===== config.mk =====
export PLATFORM = sky130hd
export DESIGN_NAME = dsr_core
export DESIGN_NICKNAME = d
export VERILOG_FILES = /design/src/rtl/dsr_pkg.sv /design/src/rtl/dsr_link_if.sv /design/src/rtl/dsr_pin_sync.sv /design/src/rtl/dsr_core.sv
export SDC_FILE = /design/constraint.sdc
export NUM_CORES = 1
export LEC_CHECK = 0
export BUFFER_PORTS_ARGS = -buffer_cell sky130_fd_sc_hd__buf_2
export CAP_MARGIN = 25
export CORE_ASPECT_RATIO = 1.1
export CORE_MARGIN = 2
export CORE_UTILIZATION = 47
export DETAILED_ROUTE_END_ITERATION = 8
export PLACE_DENSITY = 0.83
export SKIP_LAST_GASP = 1
export SLEW_MARGIN = 0
export SYNTH_ARGS = -nofsm -noshare
export SYNTH_HDL_FRONTEND = slang
export SYNTH_HIERARCHICAL = 1
export SYNTH_SLANG_ARGS = --single-unit

===== constraint.sdc =====
create_clock -name clock -period 2.2 [get_ports clock]
set_clock_uncertainty 0.05 [all_clocks]
set_input_delay 0.11 -clock clock [delete_from_list [all_inputs] [get_ports clock]]
set_output_delay 0.11 -clock clock [all_outputs]
set_load 0.02 [all_outputs]

===== src/rtl/dsr_pkg.sv =====
// Package for the dual DAC serial front end and reset logic.
// Assumes a 40 MHz system clock that oversamples the serial link pins.
package dsr_pkg;
  localparam int          FRAME_BITS    = 24;
  localparam int          DATA_BITS     = 16;
  localparam int          CNT_W         = 5;
  localparam logic [4:0]  FRAME_LAST    = 5'h17;
  localparam logic [23:0] SHIFT_RST     = 24'h000000;
  localparam logic [15:0] CODE_ZERO     = 16'h0000;
  localparam logic [15:0] CODE_MID      = 16'h8000;
  localparam int          CLK_MHZ       = 40;
  localparam int          SCLK_MAX_MHZ  = 50;
  // Nanoseconds the reset select level must stay stable before init completes.
  localparam int          INIT_NS       = 100;
  localparam int          INIT_CYCLES   = (INIT_NS * CLK_MHZ + 999) / 1000;
  typedef enum logic [1:0] {
    DSR_ST_HOLD = 2'b00,
    DSR_ST_INIT = 2'b01,
    DSR_ST_RUN  = 2'b10
  } dsr_state_t;
endpackage


===== src/rtl/dsr_link_if.sv =====
// Interface carrying synchronised link levels from the pin synchroniser to the core.
// Assumes both ends share the system clock.
`timescale 1ns/1ps
interface dsr_link_if;
  logic        sclk_fall;
  logic        sclk_rise;
  logic        frame_n;
  logic        data;
  modport sync_side (output sclk_fall, output sclk_rise, output frame_n, output data);
  modport core_side (input sclk_fall, input sclk_rise, input frame_n, input data);
endinterface


===== src/rtl/dsr_pin_sync.sv =====
// Pin synchroniser and serial clock edge finder.
// Assumes pins are asynchronous to clock and the link clock is slower than clock/2.
`timescale 1ns/1ps
module dsr_pin_sync (
  input  wire logic clock,
  input  wire logic rst,
  input  wire logic sclk_pin,
  input  wire logic frame_n_pin,
  input  wire logic serial_in_pin,
  dsr_link_if.sync_side lnk
);
  logic [2:0] meta_ff;
  logic [2:0] sync_ff;
  logic       sclk_prev_ff;

  // Two flops per pin; only the second stage feeds logic.
  always_ff @(posedge clock or posedge rst)
  begin
    if (rst)
    begin
      meta_ff      <= 3'h7;
      sync_ff      <= 3'h7;
      sclk_prev_ff <= 1'b1;
    end
    else
    begin
      meta_ff      <= {sclk_pin, frame_n_pin, serial_in_pin};
      sync_ff      <= meta_ff;
      sclk_prev_ff <= sync_ff[2];
    end
  end

  // Edge pulses are single cycles of clock.
  assign lnk.sclk_fall = sclk_prev_ff & ~sync_ff[2];
  assign lnk.sclk_rise = ~sclk_prev_ff & sync_ff[2];
  assign lnk.frame_n   = sync_ff[1];
  assign lnk.data      = sync_ff[0];
endmodule


===== src/rtl/dsr_core.sv =====
// Serial input front end and reset logic of a dual voltage output DAC.
// Assumes a host master on the link pins and a 40 MHz clock that oversamples them.
// What this block does
// RULE_01 - After frame select falls, capture data on the next 24 falling clock edges.
// RULE_02 - A 24-bit input shift register samples serial data on falling clock edges.
// RULE_03 - Link clock up to 50 MHz accepted; host must not exceed it. The 40 MHz oversampling here resolves only link clocks well below that.
// RULE_04 - Reset input is asynchronous and acts on its falling edge.
// RULE_05 - While reset is low, every load pulse is ignored.
// RULE_06 - Reset loads input and DAC registers with zero scale or midscale.
// RULE_07 - Reset held low at power-up defers initialisation until release.
// RULE_08 - Power-up level is zero scale for select low, midscale for select high.
// RULE_09 - Out of reset the internal reference drives the reference pin as output.
// RULE_10 - A low load pulse copies input registers to DAC registers together.
// RULE_11 - Serial output shifts on rising clock edges for falling-edge sampling.
// RULE_12 - Zero scale is all zeros; midscale has only the top data bit set.
`timescale 1ns/1ps
module dsr_core
  import dsr_pkg::*;
#(
  parameter int DW = dsr_pkg::DATA_BITS
)(
  input  wire logic             clock,
  input  wire logic             rst,
  input  wire logic             sclk,
  input  wire logic             frame_n,
  input  wire logic             serial_in,
  input  wire logic             reset_n,
  input  wire logic             load_outputs_n,
  input  wire logic             reset_level_select,
  input  wire logic             ext_ref_select,
  output logic                  serial_out,
  output logic [DW-1:0]         dac_a_ff,
  output logic [DW-1:0]         dac_b_ff,
  output logic [DW-1:0]         input_a_ff,
  output logic [DW-1:0]         input_b_ff,
  output logic [23:0]           frame_word_ff,
  output logic                  frame_done_ff,
  output logic                  ref_out_en_ff,
  output logic                  ready_ff
);
  import dsr_pkg::*;

  dsr_link_if lnk ();

  // Two-flop sampling at 40 MHz resolves link clocks only up to about a third of clock.
  // RULE_03 link clock sampling
  dsr_pin_sync u_sync (
    .clock         (clock),
    .rst           (rst),
    .sclk_pin      (sclk),
    .frame_n_pin   (frame_n),
    .serial_in_pin (serial_in),
    .lnk           (lnk.sync_side)
  );

  logic [2:0]       ctl_meta_ff;
  logic [2:0]       ctl_ff;
  logic             rstn_prev_ff;
  logic             load_outputs_n_prev_ff;
  dsr_state_t       state_ff;
  dsr_state_t       nxt_state;
  logic [7:0]       init_cnt_ff;
  logic [23:0]      shift_ff;
  logic [CNT_W-1:0] bit_cnt_ff;
  logic             in_frame_ff;
  logic             sdo_ff;

  // Zero scale or midscale from the select level.
  function automatic logic [DW-1:0] reset_code(input logic mid);
    reset_code = mid ? DW'(CODE_MID >> (DATA_BITS - DW)) : DW'(CODE_ZERO);
  endfunction

  // Control pins pass two flops; the first stage is read by nothing else.
  always_ff @(posedge clock or posedge rst)
  begin
    if (rst)
    begin
      ctl_meta_ff <= 3'h3;
      ctl_ff      <= 3'h3;
    end
    else
    begin
      ctl_meta_ff <= {reset_level_select, reset_n, load_outputs_n};
      ctl_ff      <= ctl_meta_ff;
    end
  end

  wire sel_mid   = ctl_ff[2];
  wire rstn_lvl  = ctl_ff[1];
  wire load_outputs_n_lvl  = ctl_ff[0];
  // Falling edge of the reset input starts the reset action.
  // RULE_04 reset falling edge
  wire rst_fall  = rstn_prev_ff & ~rstn_lvl;
  // A load pulse counts on its falling edge, only while reset is released.
  wire load_outputs_n_fall = load_outputs_n_prev_ff & ~load_outputs_n_lvl & rstn_lvl & (state_ff == DSR_ST_RUN);
  wire capture   = in_frame_ff & lnk.sclk_fall;
  wire last_bit  = capture & (bit_cnt_ff == FRAME_LAST);
  wire frame_go  = ~lnk.frame_n & ~in_frame_ff & ~frame_done_ff;

  always_ff @(posedge clock or posedge rst)
  begin
    if (rst)
    begin
      rstn_prev_ff <= 1'b1;
      load_outputs_n_prev_ff <= 1'b1;
    end
    else
    begin
      rstn_prev_ff <= rstn_lvl;
      load_outputs_n_prev_ff <= load_outputs_n_lvl;
    end
  end

  // Power-up waits in HOLD while reset is low, then settles the select level.
  always_comb
  begin
    nxt_state = state_ff;
    case (state_ff)
      DSR_ST_HOLD: if (rstn_lvl) nxt_state = DSR_ST_INIT;
      DSR_ST_INIT: if (!rstn_lvl) nxt_state = DSR_ST_HOLD;
                   else if (init_cnt_ff == 8'(INIT_CYCLES)) nxt_state = DSR_ST_RUN;
      DSR_ST_RUN:  if (rst_fall) nxt_state = DSR_ST_HOLD;
      default:     nxt_state = DSR_ST_HOLD;
    endcase
  end

  // RULE_07 power-up deferral
  always_ff @(posedge clock or posedge rst)
  begin
    if (rst)
    begin
      state_ff    <= DSR_ST_HOLD;
      init_cnt_ff <= 8'h00;
      ready_ff    <= 1'b0;
    end
    else
    begin
      state_ff    <= nxt_state;
      init_cnt_ff <= (state_ff == DSR_ST_INIT) ? init_cnt_ff + 8'h01 : 8'h00;
      ready_ff    <= (nxt_state == DSR_ST_RUN);
    end
  end

  // RULE_01 frame framing
  // RULE_02 shift register capture
  // The oversampled link tolerates clocks well below the documented maximum only.
  always_ff @(posedge clock or posedge rst)
  begin
    if (rst)
    begin
      shift_ff      <= SHIFT_RST;
      bit_cnt_ff    <= '0;
      in_frame_ff   <= 1'b0;
      frame_done_ff <= 1'b0;
      frame_word_ff <= SHIFT_RST;
    end
    else
    begin
      frame_done_ff <= 1'b0;
      if (lnk.frame_n)
      begin
        in_frame_ff <= 1'b0;
        bit_cnt_ff  <= '0;
      end
      else if (frame_go && bit_cnt_ff == '0)
        in_frame_ff <= 1'b1;
      if (capture)
      begin
        shift_ff   <= {shift_ff[22:0], lnk.data};
        bit_cnt_ff <= bit_cnt_ff + CNT_W'(1);
      end
      if (last_bit)
      begin
        in_frame_ff   <= 1'b0;
        frame_done_ff <= 1'b1;
        frame_word_ff <= {shift_ff[22:0], lnk.data};
      end
    end
  end

  // RULE_11 serial output on rising edges
  always_ff @(posedge clock or posedge rst)
  begin
    if (rst)
      sdo_ff <= 1'b0;
    else if (lnk.sclk_rise && !lnk.frame_n)
      sdo_ff <= shift_ff[23];
  end
  assign serial_out = sdo_ff;

  // RULE_06 reset loads both registers
  // RULE_08 power-up level
  // RULE_12 reset codes
  // RULE_10 simultaneous update
  // RULE_05 load ignored in reset
  always_ff @(posedge clock or posedge rst)
  begin
    if (rst)
    begin
      input_a_ff <= DW'(CODE_ZERO);
      input_b_ff <= DW'(CODE_ZERO);
      dac_a_ff   <= DW'(CODE_ZERO);
      dac_b_ff   <= DW'(CODE_ZERO);
    end
    else if (state_ff != DSR_ST_RUN || rst_fall)
    begin
      input_a_ff <= reset_code(sel_mid);
      input_b_ff <= reset_code(sel_mid);
      dac_a_ff   <= reset_code(sel_mid);
      dac_b_ff   <= reset_code(sel_mid);
    end
    else if (load_outputs_n_fall)
    begin
      dac_a_ff <= input_a_ff;
      dac_b_ff <= input_b_ff;
    end
  end

  // RULE_09 reference pin direction
  always_ff @(posedge clock or posedge rst)
  begin
    if (rst)
      ref_out_en_ff <= 1'b1;
    else
      ref_out_en_ff <= ~ext_ref_select;
  end

  // Assertions.
  // RULE_05 check
  // While reset is low both outputs show only the reset code, whatever the load pin does.
  load_blocked_a: assert property (@(posedge clock) disable iff (rst) // RULE_05
    !rstn_lvl |=> dac_a_ff == reset_code($past(sel_mid))
      && dac_b_ff == reset_code($past(sel_mid)))
    else $error("load acted during reset");
  // RULE_01 check
  frame_len_a: assert property (@(posedge clock) disable iff (rst) // RULE_01
    frame_done_ff |-> $past(bit_cnt_ff) == FRAME_LAST)
    else $error("frame not 24 bits");
  // RULE_02 check
  shift_in_a: assert property (@(posedge clock) disable iff (rst) // RULE_02
    capture |=> shift_ff[0] == $past(lnk.data))
    else $error("shift missed data");
  // RULE_06 check
  reset_load_a: assert property (@(posedge clock) disable iff (rst) // RULE_06
    rst_fall |=> input_b_ff == reset_code($past(sel_mid)) && dac_b_ff == input_b_ff)
    else $error("reset load wrong");
  // RULE_07 check
  hold_reset_a: assert property (@(posedge clock) disable iff (rst) // RULE_07
    !rstn_lvl |=> !ready_ff)
    else $error("init not deferred");
  // RULE_10 check
  load_copy_a: assert property (@(posedge clock) disable iff (rst) // RULE_10
    load_outputs_n_fall && !rst_fall |=> dac_a_ff == $past(input_a_ff) && dac_b_ff == $past(input_b_ff))
    else $error("load copy wrong");
  // RULE_11 check
  sdo_rise_a: assert property (@(posedge clock) disable iff (rst) // RULE_11
    !lnk.sclk_rise |=> $stable(sdo_ff))
    else $error("serial out moved off rising edge");
  // RULE_12 check
  mid_code_a: assert property (@(posedge clock) disable iff (rst) // RULE_12
    (state_ff == DSR_ST_HOLD && sel_mid) |=> dac_a_ff[DW-1] && dac_a_ff[DW-2:0] == '0)
    else $error("midscale code wrong");
  // RULE_09 check
  ref_dir_a: assert property (@(posedge clock) disable iff (rst) // RULE_09
    !ext_ref_select [*2] |-> ref_out_en_ff)
    else $error("reference pin not output");
  frame_cov: cover property (@(posedge clock) disable iff (rst) frame_done_ff);
  load_cov: cover property (@(posedge clock) disable iff (rst) load_outputs_n_fall);
  reset_cov: cover property (@(posedge clock) disable iff (rst) rst_fall && sel_mid);
endmodule


==> summary.txt, run 1 <==
Power and ir drop
  • Sequential Power Share: 0.557
  • Logic pwr share: 0.090
  • Switching pwr: 788.8 uW
  • Cell area power density: 765.4 mW/mm^2
  • Sw Share: 0.2535
  • Internal power: 2323 uW
  • Clk network pwr share: 0.352
  • Leak: 0.002103 uW
  • Max rail drop VDD: 0.0004302 V

Floorplanning
  • Die ar.: 0.008551 sq mm
  • Die X: 88.35 um
  • Starting density of the core: 0.4895
  • Die Y-Extent: 96.79 um
  • Core Rows: 33
  • Ports: 101
  • CORE AREA: 0.007515 sq mm

Finish
  • # fillers: 625
  • Share of cells above drive strength 1: 0.3765
  • Core Util, Final: 0.5410
  • Nets: 348
  • Layout area overhead: 10.51%
  • # diodes: 0

Worst setup path
  • CP endpoint kind: register
  • Delay of the slowest critical-path stage: 530 ps
  • Delay-heaviest family, CP: simple AND/OR/NAND/NOR gates
  • R2R depth: 5
  • Critical Path Stages: 5
  • Slowest CP cell: dfstp_2
  • Nature of the critical path startpoint: register
  • CP cell instances: nor2b_1, nand3_1, nor3_4, buf_4, mux2_2
  • Worst EP arrival: about 2200 ps
  • Crit path buffers/inverters: 1
  • CP Max Fanout: 16
  • Crit path kind: register to register
  • Worst Path Required: 2380 ps

STA
  • Setup Total Neg Slack: 0 ps
  • Hold Slack: just over 300 ps
  • Final setup violation count: 0
  • Max Fclk: 493.1 MHz
  • Slew margin rel.: 0.6118
  • Actual slew at the worst max-slew pin: just under 600 ps
  • Final Hold Vio Count: 0
  • Min Clock Period, post-route: 2028 ps
  • Max-slew violations: 0
  • RSZ-0062 raised after global routing: false
  • Final period util: 0.9218

Clock network
  • Worst-path clk slew: 80 ps
  • CTS H-tree lvls: 3
  • Gates resized, CTS repair: 0
  • Num CTS Buffers: 9
  • Clock sink total: 85
  • CTS tree: yes
  • Cts hold-fix bufs: 8
  • Root Buffer: clkbuf_8
  • Clk buf depth: 2
  • Worst skew pair latency: 350 ps
  • Post-CTS Setup Inserts: 0

GRT
  • All-Layer GR Usage: 0.1435
  • Vias in the first global route: 1959
  • Initial antenna violation count: 0
  • GRT overflow: 0
  • First-pass GRT wire length: 9377 um
  • Largest net degree at the start of global routing: 53

Flow run
  • MaxCap Viol Count: 0

Synth
  • Number of synthesized flops with an enable pin: 0
  • Synth cell types: 30
  • Register area share after synthesis: 0.5830
  • Post-synthesis cell area: 0.003679 sq mm
  • Post-synth top flop: dfrtp_1
  • Gate Count Post-Synth: approximately 280
  • Ys async rst share: 1.000
  • Synth warn: 6
  • Syn_area_per_cell: 13.23 sq um
  • Synthesized flop and latch total: 85

Routing
  • Iter 0 DRT Violations: 70
  • ANT nets after route: 0
  • Vias: 1995
  • Drt wl/cell: 12.62 um
  • Vias/cell: 4.483
  • DRT Pass-1 Iters: 4
  • Drc violations: 0
  • Wirelength, routed: 5614 um

Placement
  • Gpl congestion: 0.7508
  • Hpwl dp: 3950 um
  • IO Port Bufs: 40

Worst hold path
  • Hold Path Stages: 0
  • Worst hold path class: register to register

Run status
  • Outcome: finished clean
==> per-stage QoR <==
step / area (sq um) / power [uW] / setup WS (ps) / instances
floorplan: 3900 / 2048 / 56.55 / 337
global placement: 3784 / 2016 / 292.3 / 421
detailed placement: 3784 / 2036 / 179.0 / 421
CTS: 4065 / 3142 / 164.8 / 445
global route: 4065 / 3256 / 40.97 / 445
finish: 4065 / 3112 / 172.0 / 445
==> cell usage after synthesis, drive strengths merged, types with 2 or more instances <==
library cell	count	area, sq um
mux2	52	585.6
nor2	5	18.77
nand3b	2	15.01
ha	4	50.05
nand4	2	12.51
nor3	2	21.27
buf	66	498.0
nor3b	2	15.01
o21bai	2	15.01
o21ai	8	40.04
dfrtp	71	1777
nand2	8	30.03
dfstp	14	367.9
inv	7	26.28
nand3	7	35.03
a21oi	5	25.02
nor2b	6	37.54
xor2	4	35.03
nand2b	2	12.51
or3	3	18.77
==> layout make-up <==
| class | instances | area [sq um] | share of cell area |
|---|---|---|---|
| sequential | 85 | 2145 | 0.5275 |
| timing repair buffer | 53 | 330.3 | 0.08126 |
| clock buffer | 11 | 141.4 | 0.03478 |
| tap | 105 | 131.4 | 0.03232 |
| multi-input combinational | 179 | 1231 | 0.3029 |
| inverter | 7 | 26.28 | 0.006464 |
| clock inverter | 5 | 60.06 | 0.01477 |
==> power by group through the flow <==
stage	clock (uW)	combinational, uW	sequential, uW
floorplan	0	305	1740
global placement	0	260	1760
detailed placement	0	272	1760
CTS	1120	283	1740
global route	1190	312	1750
finish	1100	281	1730
==> cell families (layout without fill, tap and decap cells) <==
group / count (synthesis) / in the layout / share of synthesized area
flip-flops: 85 / 85 / 0.5830
buffers and inverters: 73 / 76 / 0.1425
multiplexers: 52 / 52 / 0.1592
AND/OR/NAND/NOR: 43 / 43 / 0.06701
AO/OA/AOI/OAI: 15 / 15 / 0.02177
XOR/XNOR: 5 / 5 / 0.01190
adder cells (fa/ha/maj): 4 / 4 / 0.01361
other: 1 / 60 / 0.001019
==> path summary, 6_finish.rpt <==
path,start,end,slack [ps]
max,u_sync/sclk_prev_ff,frame_word_ff[9],170
min,ctl_meta_ff[2],ctl_ff[2],310
max reg2reg,u_sync/sclk_prev_ff,frame_word_ff[9],170
min reg2reg,ctl_meta_ff[2],ctl_ff[2],310
max in group asynchronous,rst,rstn_prev_ff,1060
min in group asynchronous,rst,frame_word_ff[9],330
==> placed cells by master (no fill, tap or decap), types with 2 or more instances in the layout <==
master	count
dfstp_2	14
nand2b_1	2
nand4_1	2
clkbuf_8	10
clkinv_4	2
nand3b_1	2
o21ai_0	8
buf_4	4
mux2_2	51
ha_1	4
dlygate4sd3_1	8
buf_2	40
nor2_1	5
conb_1	60
inv_1	6
xor2_1	4
nor2b_1	6
nand2_1	8
nand3_1	7
o21bai_1	2
nor3b_1	2
a21oi_1	5
or3_1	3
dfrtp_1	71
==> registers in the layout, indices dropped and copies added, names as in the netlist, 2 cells and up <==
register / count
ctl_ff: 3
frame_word_ff: 24
bit_cnt_ff: 5
u_sync/meta_ff: 3
shift_ff: 24
ctl_meta_ff: 3
init_cnt_ff: 8
state_ff: 2
u_sync/sync_ff: 3
==> per-layer routing <==
metal	track usage	up-vias	wire [um]
met3	0.04608	10	359
met4	0.06177	0	87
met1	0.1816	982	2386
li1	-	923	-
met5	0	-	0
met2	0.2244	80	2781
Power figures use the tool's default switching activity.
==> run 2, diff against run 1 <==
Settings changed: CORE_ASPECT_RATIO 1.1 to 1.75.
==> run 2 against run 1 <==
Effect of this change:
- non-clock buffer count is the same
- combinational power is essentially flat
- first-iteration DRC count grew 44%
- cell count shrank 3.8%
- routed wire length shrank 1.1%
- clock power grew 25%
- global-route usage shrank 0.37 points
- fmax grew 11%
- power grew 9.0%
- largest power group unchanged
- highest routed layer unchanged
==> summary.txt, run 2 (synthesis gave the netlist of run 1 again) <==
Worst setup path
  • Slowest CP cell: dfstp_2
  • Delay-heaviest family, CP: simple AND/OR/NAND/NOR gates
  • Crit path buffers/inverters: 1 (unchanged)
  • Setup crit start: u_sync/sclk_prev_ff
  • Worst EP arrival: 1990 ps (-220 ps)
  • CP Max Fanout: 26 (+10)
  • R2R depth: 5 (unchanged)
  • Critical Path Stages: 5 (unchanged)
  • Crit path kind: register to register
  • R2r startpoint: u_sync/sclk_prev_ff
  • Reg2reg end: frame_word_ff[14]
  • CP endpoint kind: register
  • Nature of the critical path startpoint: register
  • CP cell instances: nor2b_1, nand3_1, nor3_4, buf_12, mux2_2
  • R2R Setup Slk: 370 ps (+200 ps)
  • Worst setup path end: frame_word_ff[14]
  • Worst Path Required: 2360 ps (-20 ps)
  • Delay of the slowest critical-path stage: 520 ps (about the same)

STA
  • RSZ-0062 raised after global routing: false
  • Final Hold Vio Count: 0 (unchanged)
  • Min Clock Period, post-route: 1831 ps (-197.4 ps)
  • Setup Total Neg Slack: 0 ps (unchanged)
  • Final setup violation count: 0 (unchanged)
  • Max-slew violations: 0 (unchanged)
  • Final period util: 0.8321 (-0.08971)
  • Actual slew at the worst max-slew pin: 562.8 ps (-18.66 ps)
  • Max Fclk: 546.3 MHz (+11%)
  • Slew margin rel.: 0.6243 (+0.01246)

GRT
  • First-pass GRT wire length: 9252 um (-1.3%)
  • Largest net degree at the start of global routing: 37 (-30%)
  • All-Layer GR Usage: 0.1398 (-0.003664)
  • GRT overflow: 0 (unchanged)
  • Initial antenna violation count: 0 (unchanged)
  • Vias in the first global route: 2006 (+2.4%)

Clock network
  • Root Buffer: clkbuf_16
  • Num CTS Buffers: 9 (unchanged)
  • Post-CTS Setup Inserts: 0 (unchanged)
  • CTS H-tree lvls: 3 (unchanged)
  • Gates resized, CTS repair: 0 (unchanged)
  • Clock sink total: 85 (unchanged)
  • CTS tree: yes
  • Clk buf depth: 2 (unchanged)
  • Worst-path clk slew: 60 ps (-20 ps)
  • Worst skew pair latency: 330 ps (-20 ps)
  • Cts hold-fix bufs: 8 (unchanged)

Routing
  • Drc violations: 0 (unchanged)
  • Drt wl/cell: 12.97 um (+2.8%)
  • DRT Pass-1 Iters: 4 (unchanged)
  • ANT nets after route: 0 (unchanged)
  • Iter 0 DRT Violations: 101 (+44%)
  • Vias/cell: 4.689 (+4.6%)
  • Wirelength, routed: 5552 um (-1.1%)
  • Vias: 2007 (+0.60%)

Finish
  • Final instance area: 0.004134 sq mm (+1.7%)
  • Most frequent cells in the layout: dfrtp_1, conb_1, mux2_2, buf_2, dfstp_2
  • Most common cell after layout, fill and taps aside: dfrtp_1
  • Share of cells above drive strength 1: 0.3765 (unchanged)
  • Nets: 348 (unchanged)
  • Layout area overhead: 12.38%
  • Largest regs: frame_word_ff (24), shift_ff (24), init_cnt_ff (8)
  • # diodes: 0 (unchanged)

Power and ir drop
  • Cell area power density: 820.6 mW/mm^2 (+7.2%)
  • Max rail drop VDD: 0.0004179 V (-2.9%)
  • Leak: 0.002145 uW (+2.0%)

Floorplanning
  • Die Y-Extent: 121.0 um (+25%)
  • Ports: 101 (unchanged)
  • Core Rows: 42 (+27%)
  • Die ar.: 0.008578 sq mm (+0.32%)
  • Die X: 70.88 um (-20%)
  • Starting density of the core: 0.4861 (-0.003399)
  • CORE AREA: 0.007567 sq mm (+0.70%)

Placement
  • IO Port Bufs: 40 (unchanged)
  • Area after DPL: 0.003775 sq mm (-0.23%)
  • Hpwl dp: 3939 um (-0.30%)
  • Gpl congestion: 0.8086 (+7.7%)

Worst hold path
  • Worst hold path class: register to register

Flow run
  • MaxCap Viol Count: 0 (unchanged)

Run status
  • Outcome: finished clean
==> run 2: cell types whose count changed in the layout (fill, tap and decap cells not counted), sizes merged <==
cell    before  now
clkbuf      11   12
bufinv       1    0
==> run 2: stage by stage <==
stage | instances | power [uW] | setup WS (ps) | utilization | hold slack [ps]
after floorplan | 337 | 2048 | 56.55 | - | 64.48
after global placement | 404 | 2016 | 447.1 | 0.4988 | 158.8
after detailed placement | 404 | 2037 | 379.6 | 0.4988 | 166.3
after CTS | 428 | 3435 | 368.6 | 0.5463 | 300.4
after global routing | 428 | 3545 | 305.4 | 0.5463 | 310.2
final | 428 | 3392 | 369.4 | 0.5463 | 300.7
==> run 2: per-layer routing <==
| layer | GRT usage | share of wire | vias to the layer above |
|---|---|---|---|
| li1 | - | - | 923 |
| met1 | 0.1586 | 0.36 | 990 |
| met2 | 0.2371 | 0.55 | 83 |
| met3 | 0.03073 | 0.060 | 11 |
| met4 | 0.08373 | 0.029 | 0 |
| met5 | 0 | 0 | - |
==> run 2: final cells by class <==
type / instances / area (sq um)
timing repair buffer: 53 / 342.8
sequential: 85 / 2145
tap: 88 / 110.1
multi-input combinational: 179 / 1231
inverter: 7 / 26.28
fill: 653 / 3433
clock buffer: 12 / 256.5
clock inverter: 4 / 22.52
==> run 2: worst min-delay path by stage <==
| stage | depth (start not counted) | start | slack [ps] | to |
|---|---|---|---|---|
| CTS | 0 | ctl_meta_ff[2] | 300 | ctl_ff[2] |
| detailed placement | 2 | rst | 170 | frame_word_ff[0] |
| floorplan | 0 | load_outputs_n | 60 | ctl_meta_ff[0] |
| finish | 0 | ctl_meta_ff[2] | 300 | ctl_ff[2] |
| global route | 0 | u_sync/meta_ff[2] | 310 | u_sync/sync_ff[2] |
| global placement | 2 | rst | 160 | frame_word_ff[0] |
==> run 2: report_power, final <==
part / leakage [uW] / total [uW] / switching [uW] / internal [uW]
sequential: 0.00111 / 1740 / 68.8 / 1670
clock: 0.000138 / 1380 / 556 / 819
combinational: 0.000895 / 280 / 180 / 101
total: 0.00214 / 3390 / 804 / 2590
